**src/sph_consts.vh**
```
/*
 * Constants for the strobed parallel handshake port: register offsets,
 * control bit positions, reset values and strobe timing.
 * Assumes inclusion by bare name from the design files of this block.
 */
`ifndef SPH_CONSTS_VH
`define SPH_CONSTS_VH

// ****************************************
// Register offsets (byte addresses).
// ****************************************
`define SPH_OFS_PORT_A 16'h1000
`define SPH_OFS_CTRL 16'h1002
`define SPH_OFS_PORT_C 16'h1003
`define SPH_OFS_PORT_B 16'h1004
`define SPH_OFS_PORT_CL 16'h1005
`define SPH_OFS_DDR_C 16'h1007

// ****************************************
// Control register bit positions.
// ****************************************
`define SPH_BIT_FLAG 7
`define SPH_BIT_IRQ_EN 6
`define SPH_BIT_OPEN_DRAIN 5
`define SPH_BIT_HANDSHAKE 4
`define SPH_BIT_HS_DIR 3
`define SPH_BIT_PULSE 2
`define SPH_BIT_EDGE 1
`define SPH_BIT_POLARITY 0

// ****************************************
// Reset values and timing.
// ****************************************
`define SPH_CTRL_RESET 8'h03
`define SPH_BYTE_RESET 8'h00
`define SPH_STROBE_CYCLES 2

`endif

```
**src/sph_sync.v**
```verilog
/*
 * Two-flip-flop synchroniser with edge detection behind the second stage.
 * Assumes the input is asynchronous to mclk.
 */
`timescale 1ns/1ps
`default_nettype none

module sph_sync (
	// Clock and reset.
	input wire mclk,
	input wire srst,
	// Asynchronous level in.
	input wire async_in,
	// Synchronised level and edge pulses.
	output wire sync_out,
	output wire rise_out,
	output wire fall_out
);
	reg stage1_ff;
	reg stage2_ff;
	reg stage3_ff;

	// The chain keeps shifting through reset, so a line that is already high
	// when reset ends shows no false edge; reset must last three cycles for this.
	always @(posedge mclk) begin
		stage1_ff <= async_in;
		stage2_ff <= stage1_ff;
		stage3_ff <= stage2_ff;
	end

	assign sync_out = stage2_ff;
	assign rise_out = stage2_ff & ~stage3_ff & ~srst;
	assign fall_out = ~stage2_ff & stage3_ff & ~srst;
endmodule // sph_sync

`default_nettype wire

```
**src/sph_pulse.v**
```verilog
/*
 * Fixed-length pulse generator: a trigger starts a pulse of LEN cycles.
 * Assumes trigger comes from logic on mclk.
 */
`timescale 1ns/1ps
`default_nettype none

module sph_pulse #(
	parameter LEN = 2
) (
	// Clock and reset.
	input wire mclk,
	input wire srst,
	// One-cycle trigger.
	input wire trigger,
	// Pulse level, active high.
	output wire pulse
);
	reg [3:0] count_ff;

	always @(posedge mclk) begin
		if (srst) begin
			count_ff <= 4'h0;
		end else if (trigger) begin
			count_ff <= LEN[3:0];
		end else if (count_ff != 4'h0) begin
			count_ff <= count_ff - 4'h1;
		end
	end

	assign pulse = (count_ff != 4'h0);
endmodule // sph_pulse

`default_nettype wire

```
**src/sph_port.v**
```verilog
/*
 * Strobed parallel handshake port: port B strobed output, port C with
 * strobed input latch, full input and output handshakes, open-drain option.
 * Assumes a simple register port on mclk and asynchronous pins.
 */
`timescale 1ns/1ps
`default_nettype none
`include "sph_consts.vh"

// What this block does
// - Each port B write in simple mode emits a two-cycle output strobe.
// - Polarity bit: 0 makes output strobe active low, 1 active high.
// - Simple mode latches port C pins on each input strobe assertion.
// - Edge select bit: 0 falling edge, 1 rising edge of input strobe.
// - Selected active edge on input strobe sets the status flag.
// - Flag clears after control read with flag set, then latch read, or latch write in output handshake.
// - Interrupt enable bit gates the flag onto the interrupt request.
// - In simple input mode port C lines stay ordinary GPIO by direction.
// - Direction select: 0 input handshake, 1 output handshake, only in handshake.
// - Pulse select: 0 interlocked strobe level, 1 two-cycle strobe pulse.
// - Input handshake: ready strobe asserted, drops after input strobe latches data.
// - Input handshake: ready strobe reasserts after software reads the latch.
// - Input handshake lines are latched, static input or static output.
// - Output handshake: writing the latch register asserts the output strobe.
// - Three-state variant drives latched data on input lines while strobe active.
// - Output handshake drives all pins while strobe active, else follows direction.
// - Open-drain bit makes all eight port C outputs open drain.
// - Strobe and handshake work only in single-chip mode.
// - Writing the latch register also updates the driven port C value.
// - Direction bits: 0 input, 1 output, all reset to 0.
module sph_port #(
	// Output strobe pulse length in clock cycles.
	parameter STROBE_LEN = `SPH_STROBE_CYCLES
) (
	// Clock and reset.
	input wire mclk,
	input wire srst,
	// Register port.
	input wire [15:0] reg_addr,
	input wire [7:0] reg_wdata,
	input wire reg_wr,
	input wire reg_rd,
	output reg [7:0] reg_rdata,
	// Mode strap: high in single-chip mode.
	input wire single_chip,
	// Port A pins read back.
	input wire [7:0] port_a_in,
	// Port B outputs.
	output wire [7:0] port_b_out,
	// Port C pins.
	input wire [7:0] port_c_in,
	output wire [7:0] port_c_out,
	output wire [7:0] port_c_oe_n,
	// Strobe lines.
	input wire strobe_in_line,
	output wire strobe_out_line,
	// Interrupt request, active high.
	output wire strobe_irq
);
	// ****************************************
	// Registers.
	// ****************************************
	reg strobe_status_flag_ff;
	reg strobe_irq_enable_ff;
	reg port_c_open_drain_ff;
	reg full_handshake_select_ff;
	reg handshake_direction_ff;
	reg pulse_style_select_ff;
	reg strobe_edge_select_ff;
	reg strobe_out_polarity_ff;
	reg [7:0] port_b_output_data_ff;
	reg [7:0] port_c_data_ff;
	reg [7:0] port_c_latched_data_ff;
	reg [7:0] port_c_direction_ff;
	reg clear_armed_ff;
	reg ready_level_ff;
	reg nxt_flag;

	wire [7:0] pc_sync;
	wire [7:0] pa_sync;
	wire strobe_in_line_level;
	wire strobe_in_line_rise;
	wire strobe_in_line_fall;
	wire pulse_b;
	wire pulse_hs;

	// Control reset value; the flag is bit 7, the writable bits below it.
	localparam [7:0] CTRL_RESET = `SPH_CTRL_RESET;

	// Every pin passes two flip-flops, so strobe actions trail the pin by three cycles.
	// ****************************************
	// Pin synchronisers.
	// ****************************************
	genvar gi;
	generate
		for (gi = 0; gi < 8; gi = gi + 1) begin : g_sync
			sph_sync u_pc (
				.mclk(mclk),
				.srst(srst),
				.async_in(port_c_in[gi]),
				.sync_out(pc_sync[gi]),
				.rise_out(),
				.fall_out()
			);
			sph_sync u_pa (
				.mclk(mclk),
				.srst(srst),
				.async_in(port_a_in[gi]),
				.sync_out(pa_sync[gi]),
				.rise_out(),
				.fall_out()
			);
		end
	endgenerate

	sph_sync u_strobe_in_line (
		.mclk(mclk),
		.srst(srst),
		.async_in(strobe_in_line),
		.sync_out(strobe_in_line_level),
		.rise_out(strobe_in_line_rise),
		.fall_out(strobe_in_line_fall)
	);

	// ****************************************
	// Decode.
	// ****************************************
	wire wr_ctrl = reg_wr && (reg_addr == `SPH_OFS_CTRL);
	wire wr_pc = reg_wr && (reg_addr == `SPH_OFS_PORT_C);
	wire wr_pb = reg_wr && (reg_addr == `SPH_OFS_PORT_B);
	wire wr_pcl = reg_wr && (reg_addr == `SPH_OFS_PORT_CL);
	wire wr_ddr = reg_wr && (reg_addr == `SPH_OFS_DDR_C);
	wire rd_ctrl = reg_rd && (reg_addr == `SPH_OFS_CTRL);
	wire rd_pcl = reg_rd && (reg_addr == `SPH_OFS_PORT_CL);

	wire hs_on = full_handshake_select_ff & single_chip;
	wire hs_out = hs_on & handshake_direction_ff;
	wire hs_in = hs_on & ~handshake_direction_ff;
	wire active_edge = single_chip & (strobe_edge_select_ff ? strobe_in_line_rise : strobe_in_line_fall);
	wire strobe_in_line_active = strobe_edge_select_ff ? strobe_in_line_level : ~strobe_in_line_level;

	// ****************************************
	// Control and data registers.
	// ****************************************
	always @* begin
		nxt_flag = strobe_status_flag_ff;
		// Clear completes on latch access after an armed control read.
		if (clear_armed_ff && ((hs_out && wr_pcl) || (!hs_out && rd_pcl))) begin
			nxt_flag = 1'b0;
		end
		// A new edge wins over the clear.
		if (active_edge) begin
			nxt_flag = 1'b1;
		end
	end

	always @(posedge mclk) begin
		if (srst) begin
			strobe_status_flag_ff <= CTRL_RESET[`SPH_BIT_FLAG];
			{strobe_irq_enable_ff, port_c_open_drain_ff, full_handshake_select_ff, handshake_direction_ff,
				pulse_style_select_ff, strobe_edge_select_ff, strobe_out_polarity_ff} <= CTRL_RESET[6:0];
			port_b_output_data_ff <= `SPH_BYTE_RESET;
			port_c_data_ff <= `SPH_BYTE_RESET;
			port_c_latched_data_ff <= `SPH_BYTE_RESET;
			port_c_direction_ff <= `SPH_BYTE_RESET;
			clear_armed_ff <= 1'b0;
		end else begin
			strobe_status_flag_ff <= nxt_flag;
			if (rd_ctrl) begin
				clear_armed_ff <= strobe_status_flag_ff;
			end else if (!nxt_flag) begin
				clear_armed_ff <= 1'b0;
			end
			if (wr_ctrl) begin
				strobe_irq_enable_ff <= reg_wdata[`SPH_BIT_IRQ_EN];
				port_c_open_drain_ff <= reg_wdata[`SPH_BIT_OPEN_DRAIN];
				full_handshake_select_ff <= reg_wdata[`SPH_BIT_HANDSHAKE];
				handshake_direction_ff <= reg_wdata[`SPH_BIT_HS_DIR];
				pulse_style_select_ff <= reg_wdata[`SPH_BIT_PULSE];
				strobe_edge_select_ff <= reg_wdata[`SPH_BIT_EDGE];
				strobe_out_polarity_ff <= reg_wdata[`SPH_BIT_POLARITY];
			end
			if (wr_pb) begin
				port_b_output_data_ff <= reg_wdata;
			end
			if (wr_ddr) begin
				port_c_direction_ff <= reg_wdata;
			end
			// Latch register write also drives port C outputs.
			if (wr_pc || wr_pcl) begin
				port_c_data_ff <= reg_wdata;
			end
			if (wr_pcl) begin
				port_c_latched_data_ff <= reg_wdata;
			end else if (active_edge && !hs_out) begin
				port_c_latched_data_ff <= pc_sync;
			end
		end
	end

	// ****************************************
	// Output strobe.
	// ****************************************
	// Interlocked level: set when ready, cleared by the handshake.
	always @(posedge mclk) begin
		if (srst) begin
			ready_level_ff <= 1'b0;
		end else if (wr_ctrl) begin
			// Entering input handshake must raise ready at once; the mode bits only
			// change at this edge, so the decision is taken from the written value.
			// A control write drops a pending output strobe, as no data is offered yet.
			ready_level_ff <= single_chip & reg_wdata[`SPH_BIT_HANDSHAKE] & ~reg_wdata[`SPH_BIT_HS_DIR];
		end else if (!hs_on) begin
			ready_level_ff <= 1'b0;
		end else if (hs_in) begin
			if (active_edge) begin
				ready_level_ff <= 1'b0;
			end else if (rd_pcl) begin
				ready_level_ff <= 1'b1;
			end
		end else begin
			if (wr_pcl) begin
				ready_level_ff <= 1'b1;
			end else if (active_edge) begin
				ready_level_ff <= 1'b0;
			end
		end
	end

	// Port B strobes only in simple mode; in handshake modes port B is a plain output.
	wire pb_trigger = wr_pb && !hs_on && single_chip;

	// Pulsed handshake fires on a latch read in input handshake or a latch write in output handshake.
	wire hs_trigger = hs_on && pulse_style_select_ff && ((hs_in && rd_pcl) || (hs_out && wr_pcl));

	sph_pulse #(.LEN(STROBE_LEN)) u_pulse_b (
		.mclk(mclk),
		.srst(srst),
		.trigger(pb_trigger),
		.pulse(pulse_b)
	);

	sph_pulse #(.LEN(STROBE_LEN)) u_pulse_hs (
		.mclk(mclk),
		.srst(srst),
		.trigger(hs_trigger),
		.pulse(pulse_hs)
	);

	// A pulse still running when single-chip mode ends is cut off at once.
	wire strobe_active = single_chip & (hs_on ? (pulse_style_select_ff ? pulse_hs : ready_level_ff) : pulse_b);
	assign strobe_out_line = strobe_out_polarity_ff ? strobe_active : ~strobe_active;
	assign strobe_irq = strobe_status_flag_ff & strobe_irq_enable_ff;

	// ****************************************
	// Port C pin drive.
	// ****************************************
	// In output handshake, an active input strobe turns every line into an output.
	wire [7:0] drive = (hs_out && strobe_in_line_active) ? 8'hFF : port_c_direction_ff;
	wire [7:0] drive_val = (hs_out && strobe_in_line_active) ? port_c_latched_data_ff : port_c_data_ff;
	generate
		for (gi = 0; gi < 8; gi = gi + 1) begin : g_pin
			// Open drain only pulls low; a high bit releases the pin.
			assign port_c_oe_n[gi] = ~(drive[gi] & ~(port_c_open_drain_ff & drive_val[gi]));
			assign port_c_out[gi] = drive_val[gi];
		end
	endgenerate

	assign port_b_out = port_b_output_data_ff;

	// ****************************************
	// Read data, one cycle after the strobe.
	// ****************************************
	// Read data is captured at the strobe so a later write cannot alter it.
	always @(posedge mclk) begin
		if (srst) begin
			reg_rdata <= 8'h00;
		end else begin
			reg_rdata <= 8'h00;
			if (reg_rd) begin
				case (reg_addr)
					`SPH_OFS_PORT_A: reg_rdata <= pa_sync;
					`SPH_OFS_CTRL: reg_rdata <= {strobe_status_flag_ff, strobe_irq_enable_ff, port_c_open_drain_ff,
						full_handshake_select_ff, handshake_direction_ff, pulse_style_select_ff,
						strobe_edge_select_ff, strobe_out_polarity_ff};
					`SPH_OFS_PORT_C: reg_rdata <= (port_c_direction_ff & port_c_data_ff) |
						(~port_c_direction_ff & pc_sync);
					`SPH_OFS_PORT_B: reg_rdata <= port_b_output_data_ff;
					`SPH_OFS_PORT_CL: reg_rdata <= port_c_latched_data_ff;
					`SPH_OFS_DDR_C: reg_rdata <= port_c_direction_ff;
					default: reg_rdata <= 8'h00;
				endcase
			end
		end
	end

endmodule // sph_port

`default_nettype wire

```
**config.mk**
```make
export PLATFORM = sky130hd
export DESIGN_NAME = sph_port
export DESIGN_NICKNAME = d
export VERILOG_FILES = /design/src/sph_sync.v /design/src/sph_pulse.v /design/src/sph_port.v
export VERILOG_INCLUDE_DIRS = /design/src
export SDC_FILE = /design/constraint.sdc
export NUM_CORES = 1
export LEC_CHECK = 0
export CAP_MARGIN = 20
export CORE_MARGIN = 4
export CORE_UTILIZATION = 42
export CTS_BUF_LIST = sky130_fd_sc_hd__clkbuf_8
export DETAILED_ROUTE_END_ITERATION = 6
export DONT_BUFFER_PORTS = 1
export PLACE_DENSITY = 0.65
export REMOVE_ABC_BUFFERS = 1
export SYNTH_ARGS = -nofsm -noshare
export SYNTH_HDL_FRONTEND = slang
export SYNTH_HIERARCHICAL = 1
export SYNTH_SLANG_ARGS = --single-unit
```
**constraint.sdc**
```tcl
create_clock -name mclk -period 3 [get_ports mclk]
set_clock_uncertainty 0.2 [all_clocks]
set_input_delay 0.3 -clock mclk [delete_from_list [all_inputs] [get_ports mclk]]
set_output_delay 0.3 -clock mclk [all_outputs]
set_load 0.02 [all_outputs]
```
* Word-level counts from Yosys, hierarchy flattened *
Index checks and enable logic that the tools add are counted.

operators by class
  $lt $le $gt $ge = 0
  mux-type cells = 25
  multiply operators = 0
  equality and inequality tests = 9
  div/mod/pow operators = 0
  reductions and logical operators = 31
  shift operators = 0
  bitwise operators = 55
  add/sub/neg operators = 2

operators by type and width
  cell                  count
  $eq 16x13->1 const B  6
  $pmux 8 s6            1
  $mux 8                4
  $and 1x1->1           28
  $not 1->1             23
  $logic_and 1x1->1     17
  $and 8x8->8           2
  $mux 1                16
  $mux 2                4
  $not 8->8             1
  $or 8x8->8            1
  $reduce_bool 4->1     2
  $sub 4x1->4 const B   2
  $reduce_bool 2->1     3
  $reduce_or 2->1       3
  $ne 5x3->1 const B    1
  $ne 5x4->1 const B    1
  $logic_or 1x1->1      3
  $logic_not 1->1       2
  $ne 2x1->1 const B    1
  $reduce_and 2->1      1

storage, ports and cells
  register bits after elaboration = 93
  input bits = 46
  bits in writable memories = 0
  bits in latches = 0
  memories = 0
  bits in read-only memories = 0

* Longest topological paths before layout *
Gate-level depths: netlist of the first run.

  depth after elaboration = 10
  gate-level depth with buffers = 7

* By module *
Netlist of the first run, hierarchy kept.

modules (own cells, without submodules)
  module     area each (µm²)  cells an instance  sequential area each (µm²)  instances
  sph_port   2806.4           305                1001.0                      1
  sph_sync   75.1             5                  60.1                        17
  sph_pulse  150.1            16                 80.1                        2

* Worst setup path after synthesis of the first run *
Ideal clock, no wire load.

  path type = input port to output port
  from = input single_chip
  to = output port_c_oe_n[6]
  cell stages on the path = 7
  arrival = 1932 ps
  setup slack = 568 ps
  cells stage by stage = buf_2 nand3_1 nor2_1 clkbuf_1 mux2_2 nand2_1 o21ai_0

between the ends
  word-level cells in the longest chain between the ends = 8
  elaborated cells between the ends (all ways) = 9
  those cells by class = 2 x mux; 6 x bitwise; 1 x reduce/logical

RTL lines
  what               line            text
  start, declared    sph_port.v:45   input wire single_chip,
  $and 1x1->1        sph_port.v:136  wire hs_on = full_handshake_select_ff & single_chip;
  $and 1x1->1        sph_port.v:137  wire hs_out = hs_on & handshake_direction_ff;
  $logic_and 1x1->1  sph_port.v:260  wire [7:0] drive_val = (hs_out && strobe_in_line_active) ? port_c_latched_data_ff : port_c_data_ff;
  $mux 8             sph_port.v:260
  via port_c_out[6]  sph_port.v:52   output wire [7:0] port_c_out,
  $and 1x1->1        sph_port.v:264  assign port_c_oe_n[gi] = ~(drive[gi] & ~(port_c_open_drain_ff & drive_val[gi]));
  $not 1->1          sph_port.v:264
  $and 1x1->1        sph_port.v:264
  $not 1->1          sph_port.v:264
  end, declared      sph_port.v:53   output wire [7:0] port_c_oe_n,

The timed path passes the listed nets, and every way through them passes these cells.

* Worst setup path after layout of the first run *
  from = register full_handshake_select_ff
  to = output port_c_oe_n[1]

between the ends
  word-level cells in the longest chain between the ends = 8
  elaborated cells between the ends (all ways) = 9
  those cells by class = 2 x mux; 6 x bitwise; 1 x reduce/logical

RTL lines
  what                    line                            text
  start, declared         sph_port.v:66                   reg full_handshake_select_ff;
  start signal, assigned  sph_port.v:177                  full_handshake_select_ff <= reg_wdata[`SPH_BIT_HANDSHAKE];
  $and 1x1->1 (*)         sph_port.v:136
  $and 1x1->1 (*)         sph_port.v:137
  $logic_and 1x1->1 (*)   sph_port.v:259, sph_port.v:260
  $mux 8                  sph_port.v:260
  $and 1x1->1             sph_port.v:264
  $not 1->1               sph_port.v:264
  $and 1x1->1 (*)         sph_port.v:264
  $not 1->1 (*)           sph_port.v:264

Mark *: on every way between the ends. The rest lies on a longest branch, timed or not.

==> results of run 1 <==
[worst max-delay path, cell delays in order, from the launching register on]
cell and delay [ns]:
sky130_fd_sc_hd__dfxtp_1 0.51, sky130_fd_sc_hd__nand3_1 0.19, sky130_fd_sc_hd__nor2_1 0.19, sky130_fd_sc_hd__buf_4 0.23, sky130_fd_sc_hd__mux2_2 0.38, sky130_fd_sc_hd__nand2_1 0.06
sky130_fd_sc_hd__o21ai_0 0.28
[metal layers]
| layer | track usage [%] | share of wire, % | up-vias |
|---|---|---|---|
| met3 | 5.10 | 7.3 | 17 |
| met2 | 32.7 | 49 | 113 |
| met4 | 7.17 | 2.0 | 0 |
| met1 | 25.7 | 41 | 1500 |
| li1 | - | - | 1450 |
| met5 | 0 | 0 | - |
[cell usage in the layout, fill, tap and decap left out, types with 4 or more instances in the layout]
cell                             n
sky130_fd_sc_hd__nor3_1          6
sky130_fd_sc_hd__mux2_2         12
sky130_fd_sc_hd__nand2b_1        4
sky130_fd_sc_hd__a211oi_2        8
sky130_fd_sc_hd__nand4_1         5
sky130_fd_sc_hd__nor4_1          4
sky130_fd_sc_hd__nand3_1         6
sky130_fd_sc_hd__a21oi_1        24
sky130_fd_sc_hd__clkbuf_8       10
sky130_fd_sc_hd__dlygate4sd3_1  29
sky130_fd_sc_hd__nor2b_1         5
sky130_fd_sc_hd__inv_1           7
sky130_fd_sc_hd__o21ai_0        18
sky130_fd_sc_hd__nor2_1         47
sky130_fd_sc_hd__dfxtp_1        93
sky130_fd_sc_hd__a22oi_1         4
sky130_fd_sc_hd__buf_4          14
sky130_fd_sc_hd__mux2i_1        48
sky130_fd_sc_hd__o22ai_1         6
sky130_fd_sc_hd__a32oi_1         4
sky130_fd_sc_hd__nand2_1        16
[flip-flops by register name, summed over array words and instances (netlist names), 4 cells and up]
name and cells:
g_sync.u_pa/stage1_ff 8, g_sync.u_pa/sync_out 8, g_sync.u_pc/stage1_ff 8, g_sync.u_pc/sync_out 8, port_b_out 8, port_c_data_ff 8
port_c_direction_ff 8, port_c_latched_data_ff 8, reg_rdata 8, u_pulse_b/count_ff 4, u_pulse_hs/count_ff 4
[final cells by class]
type,count,share of cell area [%]
multi-input combinational,260,41.2
sequential,93,40.9
timing repair buffer,44,9.30
clock buffer,10,3.03
tap,108,2.97
clock inverter,6,2.04
inverter,7,0.578
[path summary, 6_finish.rpt]
path,startpoint,endpoint,slack [ns],depth (start not counted)
setup / recovery,full_handshake_select_ff,port_c_oe_n[1],0.30,6
setup reg to reg,u_strobe_in_line/sync_out,port_c_latched_data_ff[6],0.34,6
hold / removal,srst,clear_armed_ff,0.009,3
hold reg to reg,g_sync[4].u_pa/stage1_ff,g_sync[4].u_pa/sync_out,0.13,0
[through the flow]
stage	instances	power, mW	utilization, %	hold slack, ns	area, um2
after floorplan	360	1.34	-	0.110	3760
final	528	2.32	51.6	0.00856	4550
after global placement	482	1.35	45.4	0.110	4000
after global routing	528	2.41	51.6	0.0134	4550
after CTS	528	2.34	51.6	0.00249	4550
after detailed placement	482	1.35	45.4	0.112	4000
[power by group]
part	internal (mW)	total [mW]	switching [mW]
combinational	0.0523	0.101	0.0491
sequential	1.26	1.27	0.0109
clock	0.498	0.946	0.448
total	1.81	2.32	0.508
==> results summary, run 1 <==
The global placement routability congestion is 0.885. The setup path with the least slack is of type reg2out. The pin slew with the least headroom to its limit is 0.757 ns. CTS built an H-tree with a depth of 3. The fraction of the cycle the final worst path needs is 90.2%.

The floorplan step defined a die boundary enclosing 10700 um2. The area added between synthesis and finish came out at 19.0%. The iteration count of the initial detailed-routing pass came out at 5. The setup-violating endpoint count in the final report came out at 0.

Static timing analysis puts the maximum clock frequency at 0.370 GHz. The number of antenna violations at the first check in global routing is 0. The number of hold buffers added after cts is 30. The first global-routing pass estimated 16100 um of wire. The width of the die came out at 103 um. The detail-routed net length per standard cell is 19.5 um. The time the worst path needs with I/O delays and setup came out at 2.70 ns. The maximum net fanout on the critical path came out at 10. The leakage power of the design is 1.60 nW. Pin placement for this block handled 80 I/O pins.

The total number of vias is 3080. The post-cts gate resize count came out at 0. The maximum vdd drop is 0.000355 V. CTS saw 93 sinks. The number of routed nets with antenna violations is 0. The footprint of the flip-flops and latches came out at 1860 um2.

In the global route stage, overall resource usage came out at 20.1%. Power spread over the standard cell area amounts to 510 nW/um2. The number of fill cells is 792. The vertical die dimension came out at 103 um. After detailed routing, the total wire length is 10300 um. After synthesis the cells add up to 3820 um2.

After the first detailed-routing iteration, the DRC count stood at 290. The post-CTS setup buffer count came out at 0. The worst slack at placement is 0.575 ns. The clock-pin transition on the worst setup and hold timing paths came out at 0.09 ns. The number of design rule violations left after detail routing came out at 0. The cell chosen for the clock root is sky130_fd_sc_hd__clkbuf_8.

The mean area per synthesized cell is 10.2 um2. The final-report hold violation count is 0. The via count of the first global-routing pass is 2972.

0 antenna diodes ended up in the layout. The flow ran to the end, and the final reports show no timing, DRC or antenna violations. STA classifies the critical path startpoint as a flip-flop. The post-route netlist has 15.2% of its cells at a drive strength greater than 1. The max-slew violation count is 0. The number of rows created at floorplan is 34.

The clock reaches the later pin of the worst-skew pair after 0.36 ns. The clock passes through at most 2 buffers. In the final timing run, aggregate negative setup slack is 0 ns. STA classifies the critical path endpoint as an output pin. The count of nets after finishing is 461. The min-delay analysis places its worst path in the category in2reg.

The maximum number of pins on one net before global-route repair is 52. The initial cell density of the core came out at 43.4%. The count of yosys warnings during synthesis came out at 6. For the worst setup path, the data required time is 2.50 ns. The floorplan step defined a core boundary enclosing 8810 um2. The HPWL reported at the end of detailed placement came out at 6870 um. Setup repair after global routing left no endpoint under its margin. Synthesis handed over a netlist of 374 instances. The multi-input combinational cell area is 1870 um2. The final worst-path setup slack is 0.295 ns. The TritonCTS clock tree is built. Buffers placed on the I/O ports in this run total 0.

The relative slew slack is 49.1%. The data arrival time at the worst-slack endpoint came out at 2.20 ns. Global routing finished with a remaining overflow of 0. The TritonCTS buffer count came out at 9.

The max-cap check violation count is 0. The via-per-instance ratio came out at 5.83.
(Power assumes the default switching activity.)
==> run 2, diff against run 1 <==
--- a/config.mk
+++ b/config.mk
@@ -7,6 +7,7 @@
 export NUM_CORES = 1
 export LEC_CHECK = 0
 export CAP_MARGIN = 20
+export CORE_ASPECT_RATIO = 0.8
 export CORE_MARGIN = 4
 export CORE_UTILIZATION = 42
 export CTS_BUF_LIST = sky130_fd_sc_hd__clkbuf_8
==> run 2 against run 1 <==
Via count decreased by 0.23%. Setup slack got worse by 0.082 ns. Global-route usage down 0.086 points. Routed wire length grew 0.63%. Critical path depth unchanged. Sequential cell count is the same. Hold slack improved by 0.020 ns. Count of clock-buffer cells in the layout shrank 1. Combinational power hardly changed. Critical path type unchanged. Largest cell class unchanged. Largest power group unchanged.
==> results summary, run 2 (synthesis gave the netlist of run 1 again) <==
The post-CTS setup buffer count came to 0 (unchanged). The multi-input combinational cell area is 1870 um2 (unchanged). The final instance area was 4510 um2 (was 4550 um2). The leading cell type in the layout, fill and taps excluded is sky130_fd_sc_hd__dfxtp_1 (unchanged). The relative slew slack is 48.3% (was 49.1%). The TritonCTS clock tree is built (unchanged). The iteration count of the initial detailed-routing pass was 5 (unchanged). The width of the die came out at 115 um (was 103 um).

The via count of the first global-routing pass came out at 3028 (was 2972). The overall routed net length came out at 10300 um (about the same). The via-per-instance ratio came to 5.77 (was 5.83). The number of design rule violations left after detail routing came out at 0 (unchanged). The final-report hold violation count came out at 0 (unchanged). The termination of the worst setup path was port_c_oe_n[4] (was port_c_oe_n[1]). The HPWL reported at the end of detailed placement was 6930 um (was 6870 um). The maximum vdd drop is 0.000282 V (was 0.000355 V).

The top-level port count came out at 80 (unchanged). The fraction of the cycle the final worst path needs is 92.9% (was 90.2%). Outcome: finished clean (unchanged). RSZ-0062 raised after global routing: no (unchanged).

The number of antenna violations at the first check in global routing is 0 (unchanged). The maximum number of pins on one net before global-route repair came to 52 (unchanged). The wire length of the first global-routing pass came out at 16100 um (about the same). The total inserted antenna cells is 0 (unchanged). The total number of vias is 3073 (was 3080).

The area added between synthesis and finish came out at 18.0% (was 19.0%). The clock latency at the later pin of the worst-skew pair came out at 0.36 ns (about the same). The count of nets after finishing is 463 (was 461). The leakage power of the design came out at 1.59 nW (was 1.60 nW). The maximum net fanout on the critical path came out at 8 (was 10). The depth of the most critical reg-to-reg path is 6 (unchanged). The number of hold buffers added after cts is 31 (was 30). The initial cell density of the core is 44.1% (was 43.4%). The worst reg2reg path startpoint is u_strobe_in_line/sync_out (unchanged). The top achievable clock speed came out at 0.359 GHz (was 0.370 GHz). The pin slew with the least headroom to its limit came out at 0.775 ns (was 0.757 ns). The number of rows created at floorplan came out at 30 (was 34). The cell area after placement is 4010 um2 (was 4000 um2). The number of sinks driven by the clock tree came out at 93 (unchanged). The critical setup path kind is reg2out (unchanged). The global router's overall resource usage is 20.0% (was 20.1%).

The max-cap check violation count came out at 0 (unchanged). The time the worst path needs with I/O delays and setup was 2.79 ns (was 2.70 ns). The number of port buffers is 0 (unchanged). The startpoint of the worst setup timing path is full_handshake_select_ff (unchanged). The global placement routability congestion is 0.871 (was 0.885). The power per cell area came out at 476 nW/um2 (was 510 nW/um2). The sort of element at the start of the critical path is a flip-flop (unchanged).

Commonest cells after routing, fill and taps aside: 93 x sky130_fd_sc_hd__dfxtp_1, 48 x sky130_fd_sc_hd__mux2i_1, 47 x sky130_fd_sc_hd__nor2_1 (unchanged). The share of post-route cells with drive strength above 1 was 15.2% (about the same). The total congestion overflow is 0 (unchanged).

The vertical die dimension was 93.3 um (was 103 um). The number of DRC violations after detailed-routing iteration 0 was 260 (was 290). The footprint of the flip-flops and latches is 1860 um2 (unchanged). The final core utilization came out at 52.0% (was 51.6%). The number of fill cells is 792 (unchanged). The number of routed nets with antenna violations came to 0 (unchanged).

The post-route worst hold slack came out at 0.0290 ns (was 0.00856 ns). The reg-to-reg endpoint is port_c_latched_data_ff[6] (unchanged). The path type of the worst min-delay path is in2reg (unchanged).

The kind of end point of the critical path is an output pin (unchanged). The cell chosen for the clock root is sky130_fd_sc_hd__clkbuf_8 (unchanged). The floorplan die area is 10700 um2 (about the same). The area inside the core boundary came to 8670 um2 (was 8810 um2). The data arrival time at the worst-slack endpoint came out at 2.29 ns (was 2.20 ns). The accumulated negative setup slack is 0 ns (unchanged). The detail-routed net length per standard cell was 19.4 um (was 19.5 um).

The required time of the critical path is 2.50 ns (about the same). The H-tree depth is 3 (unchanged). The clock-pin transition on the worst setup and hold timing paths came out at 0.09 ns (about the same). The register-to-register setup slack came out at 0.36 ns (was 0.34 ns).

The total power of the final layout is 2.15 mW (was 2.32 mW). The setup-violating endpoint count in the final report was 0 (unchanged). The maximum number of buffers from clock root to sink is 2 (unchanged). The TritonCTS buffer count came out at 9 (unchanged).

The post-cts gate resize count is 0 (unchanged). The max-slew violation count is 0 (unchanged).
[run 2: cell count changes in the layout (fill, tap and decap cells not counted)]
| cell | before | now |
|---|---|---|
| sky130_fd_sc_hd__buf_12 | 0 | 1 |
| sky130_fd_sc_hd__buf_16 | 1 | 0 |
| sky130_fd_sc_hd__buf_4 | 14 | 15 |
| sky130_fd_sc_hd__bufinv_16 | 2 | 0 |
| sky130_fd_sc_hd__clkbuf_8 | 10 | 9 |
| sky130_fd_sc_hd__dlygate4sd3_1 | 29 | 30 |
| sky130_fd_sc_hd__inv_8 | 0 | 2 |
[run 2: final cells by class]
| type | instances | share of cell area, % |
|---|---|---|
| clock buffers | 9 | 2.75 |
| clock inverters | 6 | 1.22 |
| inverters | 7 | 0.582 |
| multi-input cells | 260 | 41.5 |
| flip-flops and latches | 93 | 41.3 |
| well taps | 112 | 3.11 |
| repair buffers | 46 | 9.60 |
[run 2: through the flow]
step           worst slack, ns  instances
2_1_floorplan            0.620        360
3_3_place_gp             0.559        487
3_5_place_dp             0.483        487
4_1_cts                  0.212        533
5_1_grt                 0.0184        533
6_report                 0.213        533
[run 2: where the power goes]
| part | switching (mW) | internal, mW |
|---|---|---|
| combinational | 0.0505 | 0.0525 |
| clock | 0.458 | 0.314 |
| sequential | 0.0111 | 1.26 |
| total | 0.520 | 1.63 |
[run 2: metal layers]
metal | vias to the layer above | wire length (um) | track usage, %
met2 | 157 | 4410 | 29.6
met3 | 11 | 1160 | 8.21
met5 | - | 0 | 0
li1 | 1454 | - | -
met1 | 1451 | 4640 | 26.5
met4 | 0 | 136 | 6.03
[run 2: worst min-delay path by stage]
| stage | start | endpoint | slack, ns | cells after the start |
|---|---|---|---|---|
| floorplan | g_sync[0].u_pa/stage1_ff | g_sync[0].u_pa/sync_out | 0.11 | 0 |
| global placement | g_sync[4].u_pc/stage1_ff | g_sync[4].u_pc/sync_out | 0.11 | 0 |
| detailed placement | g_sync[3].u_pc/stage1_ff | g_sync[3].u_pc/sync_out | 0.11 | 0 |
| CTS | reg_wdata[4] | ready_level_ff | 0.002 | 2 |
| global route | reg_wdata[4] | ready_level_ff | 0.01 | 2 |
| finish | reg_wdata[4] | ready_level_ff | 0.03 | 2 |
[run 2: critical path, cell delays in order (launching register included)]
cell and delay (ns):
sky130_fd_sc_hd__dfxtp_1 0.48, sky130_fd_sc_hd__nand3_1 0.21, sky130_fd_sc_hd__nor2_1 0.30, sky130_fd_sc_hd__buf_4 0.23, sky130_fd_sc_hd__mux2_2 0.36, sky130_fd_sc_hd__nand2_1 0.07, sky130_fd_sc_hd__o21ai_0 0.27
==> run 3, diff against run 2 <==
--- a/config.mk
+++ b/config.mk
@@ -7,13 +7,15 @@
 export NUM_CORES = 1
 export LEC_CHECK = 0
 export CAP_MARGIN = 20
+export CELL_PAD_IN_SITES_DETAIL_PLACEMENT = 1
+export CELL_PAD_IN_SITES_GLOBAL_PLACEMENT = 1
 export CORE_ASPECT_RATIO = 0.8
 export CORE_MARGIN = 4
 export CORE_UTILIZATION = 42
 export CTS_BUF_LIST = sky130_fd_sc_hd__clkbuf_8
 export DETAILED_ROUTE_END_ITERATION = 6
 export DONT_BUFFER_PORTS = 1
-export PLACE_DENSITY = 0.65
+export PLACE_DENSITY = 0.78
 export REMOVE_ABC_BUFFERS = 1
 export SYNTH_ARGS = -nofsm -noshare
 export SYNTH_HDL_FRONTEND = slang
==> run 3 against run 2 <==
Hold slack got worse by 0.0089 ns. Clock power increased by 14%. Register-to-register slack got worse by 0.11 ns. Final area increased by 1.3%. First-iteration DRC count decreased by 17%. Setup slack improved by 0.018 ns. Routed wire length increased by 17%. Sequential share of layout area decreased by 0.54 points. Global-route usage increased by 2.9 points. Die area unchanged. Utilization increased by 0.69 points. Highest routed layer unchanged.
==> results summary, run 3 (synthesis gave the netlist of run 1 again) <==
Outcome: finished clean (unchanged). The clock latency at the later pin of the worst-skew pair is 0.36 ns (about the same). The time the worst path needs with I/O delays and setup is 2.77 ns (was 2.79 ns).

The TritonCTS buffer count came out at 9 (unchanged). The sort of element at the start of the critical path is a flip-flop (unchanged). The post-route worst hold slack is 0.0200 ns (was 0.0290 ns). The total inserted antenna cells is 0 (unchanged).

The worst hold path stage count is 3 (was 2). The cell chosen for the clock root is sky130_fd_sc_hd__clkbuf_8 (unchanged). The max-cap check violation count came out at 0 (unchanged). The H-tree depth is 3 (unchanged).

The number of instances in the placed design is 492 (was 487). The via-per-instance ratio was 5.90 (was 5.77). The width of the die was 115 um (unchanged). The number of routed nets with antenna violations is 0 (unchanged).

The global router's overall resource usage came to 22.8% (was 20.0%). The leading cell type in the layout, fill and taps excluded is sky130_fd_sc_hd__dfxtp_1 (unchanged). The initial cell density of the core came out at 44.1% (unchanged). The overall routed net length came out at 12100 um (was 10300 um).

The leakage power of the design came out at 1.63 nW (was 1.59 nW). The final instance count without filler cells came out at 535 (was 533). The met3 wire length came to 862 um (was 1160 um).

RSZ-0062 raised after global routing: no (unchanged). The maximum number of pins on one net before global-route repair is 52 (unchanged). The kind of end point of the critical path was an output pin (unchanged). The iteration count of the initial detailed-routing pass came out at 5 (unchanged). The path type of the worst min-delay path is in2reg (unchanged). The final-report hold violation count is 0 (unchanged). The data arrival time at the worst-slack endpoint came out at 2.27 ns (was 2.29 ns).

The clock-pin transition on the worst setup and hold timing paths came out at 0.08 ns (was 0.09 ns). The area added between synthesis and finish came out at 19.6% (was 18.0%). The depth of the most critical reg-to-reg path came out at 6 (unchanged). The global placement routability congestion came out at 0.869 (was 0.871).

The TritonCTS clock tree is built (unchanged). The number of sinks driven by the clock tree is 93 (unchanged). The max-slew violation count is 0 (unchanged).

Commonest cells after routing, fill and taps aside: 93 x sky130_fd_sc_hd__dfxtp_1, 48 x sky130_fd_sc_hd__mux2i_1, 46 x sky130_fd_sc_hd__nor2_1 (was 93 x sky130_fd_sc_hd__dfxtp_1, 48 x sky130_fd_sc_hd__mux2i_1, 47 x sky130_fd_sc_hd__nor2_1). The maximum number of buffers from clock root to sink came out at 2 (unchanged). The critical setup path kind was reg2out (unchanged). The share of post-route cells with drive strength above 1 is 15.8% (was 15.2%). The HPWL reported at the end of detailed placement came out at 8030 um (was 6930 um). The top achievable clock speed came out at 0.361 GHz (was 0.359 GHz). The top-level port count is 80 (unchanged).

The number of port buffers was 0 (unchanged). The required time of the critical path came out at 2.50 ns (about the same). The met1 wire length came to 5350 um (was 4640 um). The pin slew with the least headroom to its limit came to 0.811 ns (was 0.775 ns). The wire length on met2 came to 5670 um (was 4410 um).

The power per cell area came to 493 nW/um2 (was 476 nW/um2). The detail-routed net length per standard cell is 22.6 um (was 19.4 um). The wire length of the first global-routing pass came out at 18300 um (was 16100 um). The number of antenna violations at the first check in global routing is 0 (unchanged).

The via count of the first global-routing pass is 3333 (was 3028). The floorplan die area was 10700 um2 (unchanged). The vertical die dimension is 93.3 um (unchanged). The uppermost metal layer occupied by signal nets was met4 (unchanged).

The total congestion overflow came out at 0 (unchanged). The count of nets after finishing is 467 (was 463). The maximum net fanout on the critical path is 8 (unchanged). The setup-violating endpoint count in the final report was 0 (unchanged). The number of design rule violations left after detail routing was 0 (unchanged). The number of rows created at floorplan came out at 30 (unchanged).

The maximum vdd drop came out at 0.000305 V (was 0.000282 V). The accumulated negative setup slack came out at 0 ns (unchanged). The number of DRC violations after detailed-routing iteration 0 is 216 (was 260). The relative slew slack is 45.4% (was 48.3%). The area inside the core boundary is 8670 um2 (unchanged). The total number of vias is 3156 (was 3073). The fraction of the cycle the final worst path needs came out at 92.3% (was 92.9%).
-- run 3: cell types whose count changed in the layout (fill, tap and decap cells not counted), moves of 2 or more --
cell and change:
sky130_fd_sc_hd__inv_6 -2, sky130_fd_sc_hd__bufinv_16 +2, sky130_fd_sc_hd__inv_8 -2, sky130_fd_sc_hd__buf_4 +5, sky130_fd_sc_hd__clkinvlp_4 -2
-- run 3: worst max-delay path, stage by stage (launching register included) --
cell,delay [ns]
sky130_fd_sc_hd__dfxtp_1,0.41
sky130_fd_sc_hd__nand3_1,0.22
sky130_fd_sc_hd__nor2_2,0.28
sky130_fd_sc_hd__buf_4,0.23
sky130_fd_sc_hd__mux2_2,0.37
sky130_fd_sc_hd__nand2_1,0.07
sky130_fd_sc_hd__o21ai_0,0.30
-- run 3: final timing paths --
check	start	endpoint	slack (ns)
setup / recovery	handshake_direction_ff	port_c_oe_n[3]	0.23
hold / removal	single_chip	ready_level_ff	0.02
setup reg to reg	u_strobe_in_line/sync_out	port_c_latched_data_ff[4]	0.25
hold reg to reg	g_sync[7].u_pa/stage1_ff	g_sync[7].u_pa/sync_out	0.13
-- run 3: through the flow --
stage               power (mW)  worst slack (ns)  util [%]  area [um2]
global route              2.33            0.0891      52.7        4570
finish                    2.26             0.232      52.7        4570
global placement          1.35             0.584      46.7        4050
detailed placement        1.35             0.481      46.7        4050
CTS                       2.27             0.175      52.7        4570
floorplan                 1.34             0.620         -        3760
-- run 3: area by class of cell --
| cell class | count | area, um2 |
|---|---|---|
| inverter | 7 | 26.3 |
| timing repair buffer | 50 | 468 |
| tap | 112 | 140 |
| clock buffer | 10 | 138 |
| sequential | 93 | 1860 |
| clock inverter | 3 | 63.8 |
| fill | 961 | 4100 |
| multi-input combinational | 260 | 1870 |
-- run 3: report_power, final --
part | switching, mW | internal (mW)
clock | 0.402 | 0.475
combinational | 0.0520 | 0.0528
sequential | 0.0122 | 1.26
total | 0.466 | 1.79
-- run 3: layer usage --
layer | up-vias | global-route usage (%)
met5 | - | 0
met4 | 0 | 6.92
met3 | 20 | 7.50
met2 | 113 | 36.6
met1 | 1564 | 29.2
li1 | 1459 | -
-- run 3: repair_timing --
item	4_1_cts	5_1_grt
setup buffers	0	0
hold buffers	30	0
gates resized for setup	0	1
setup endpoints to repair	0	1
hold endpoints to repair	67	0
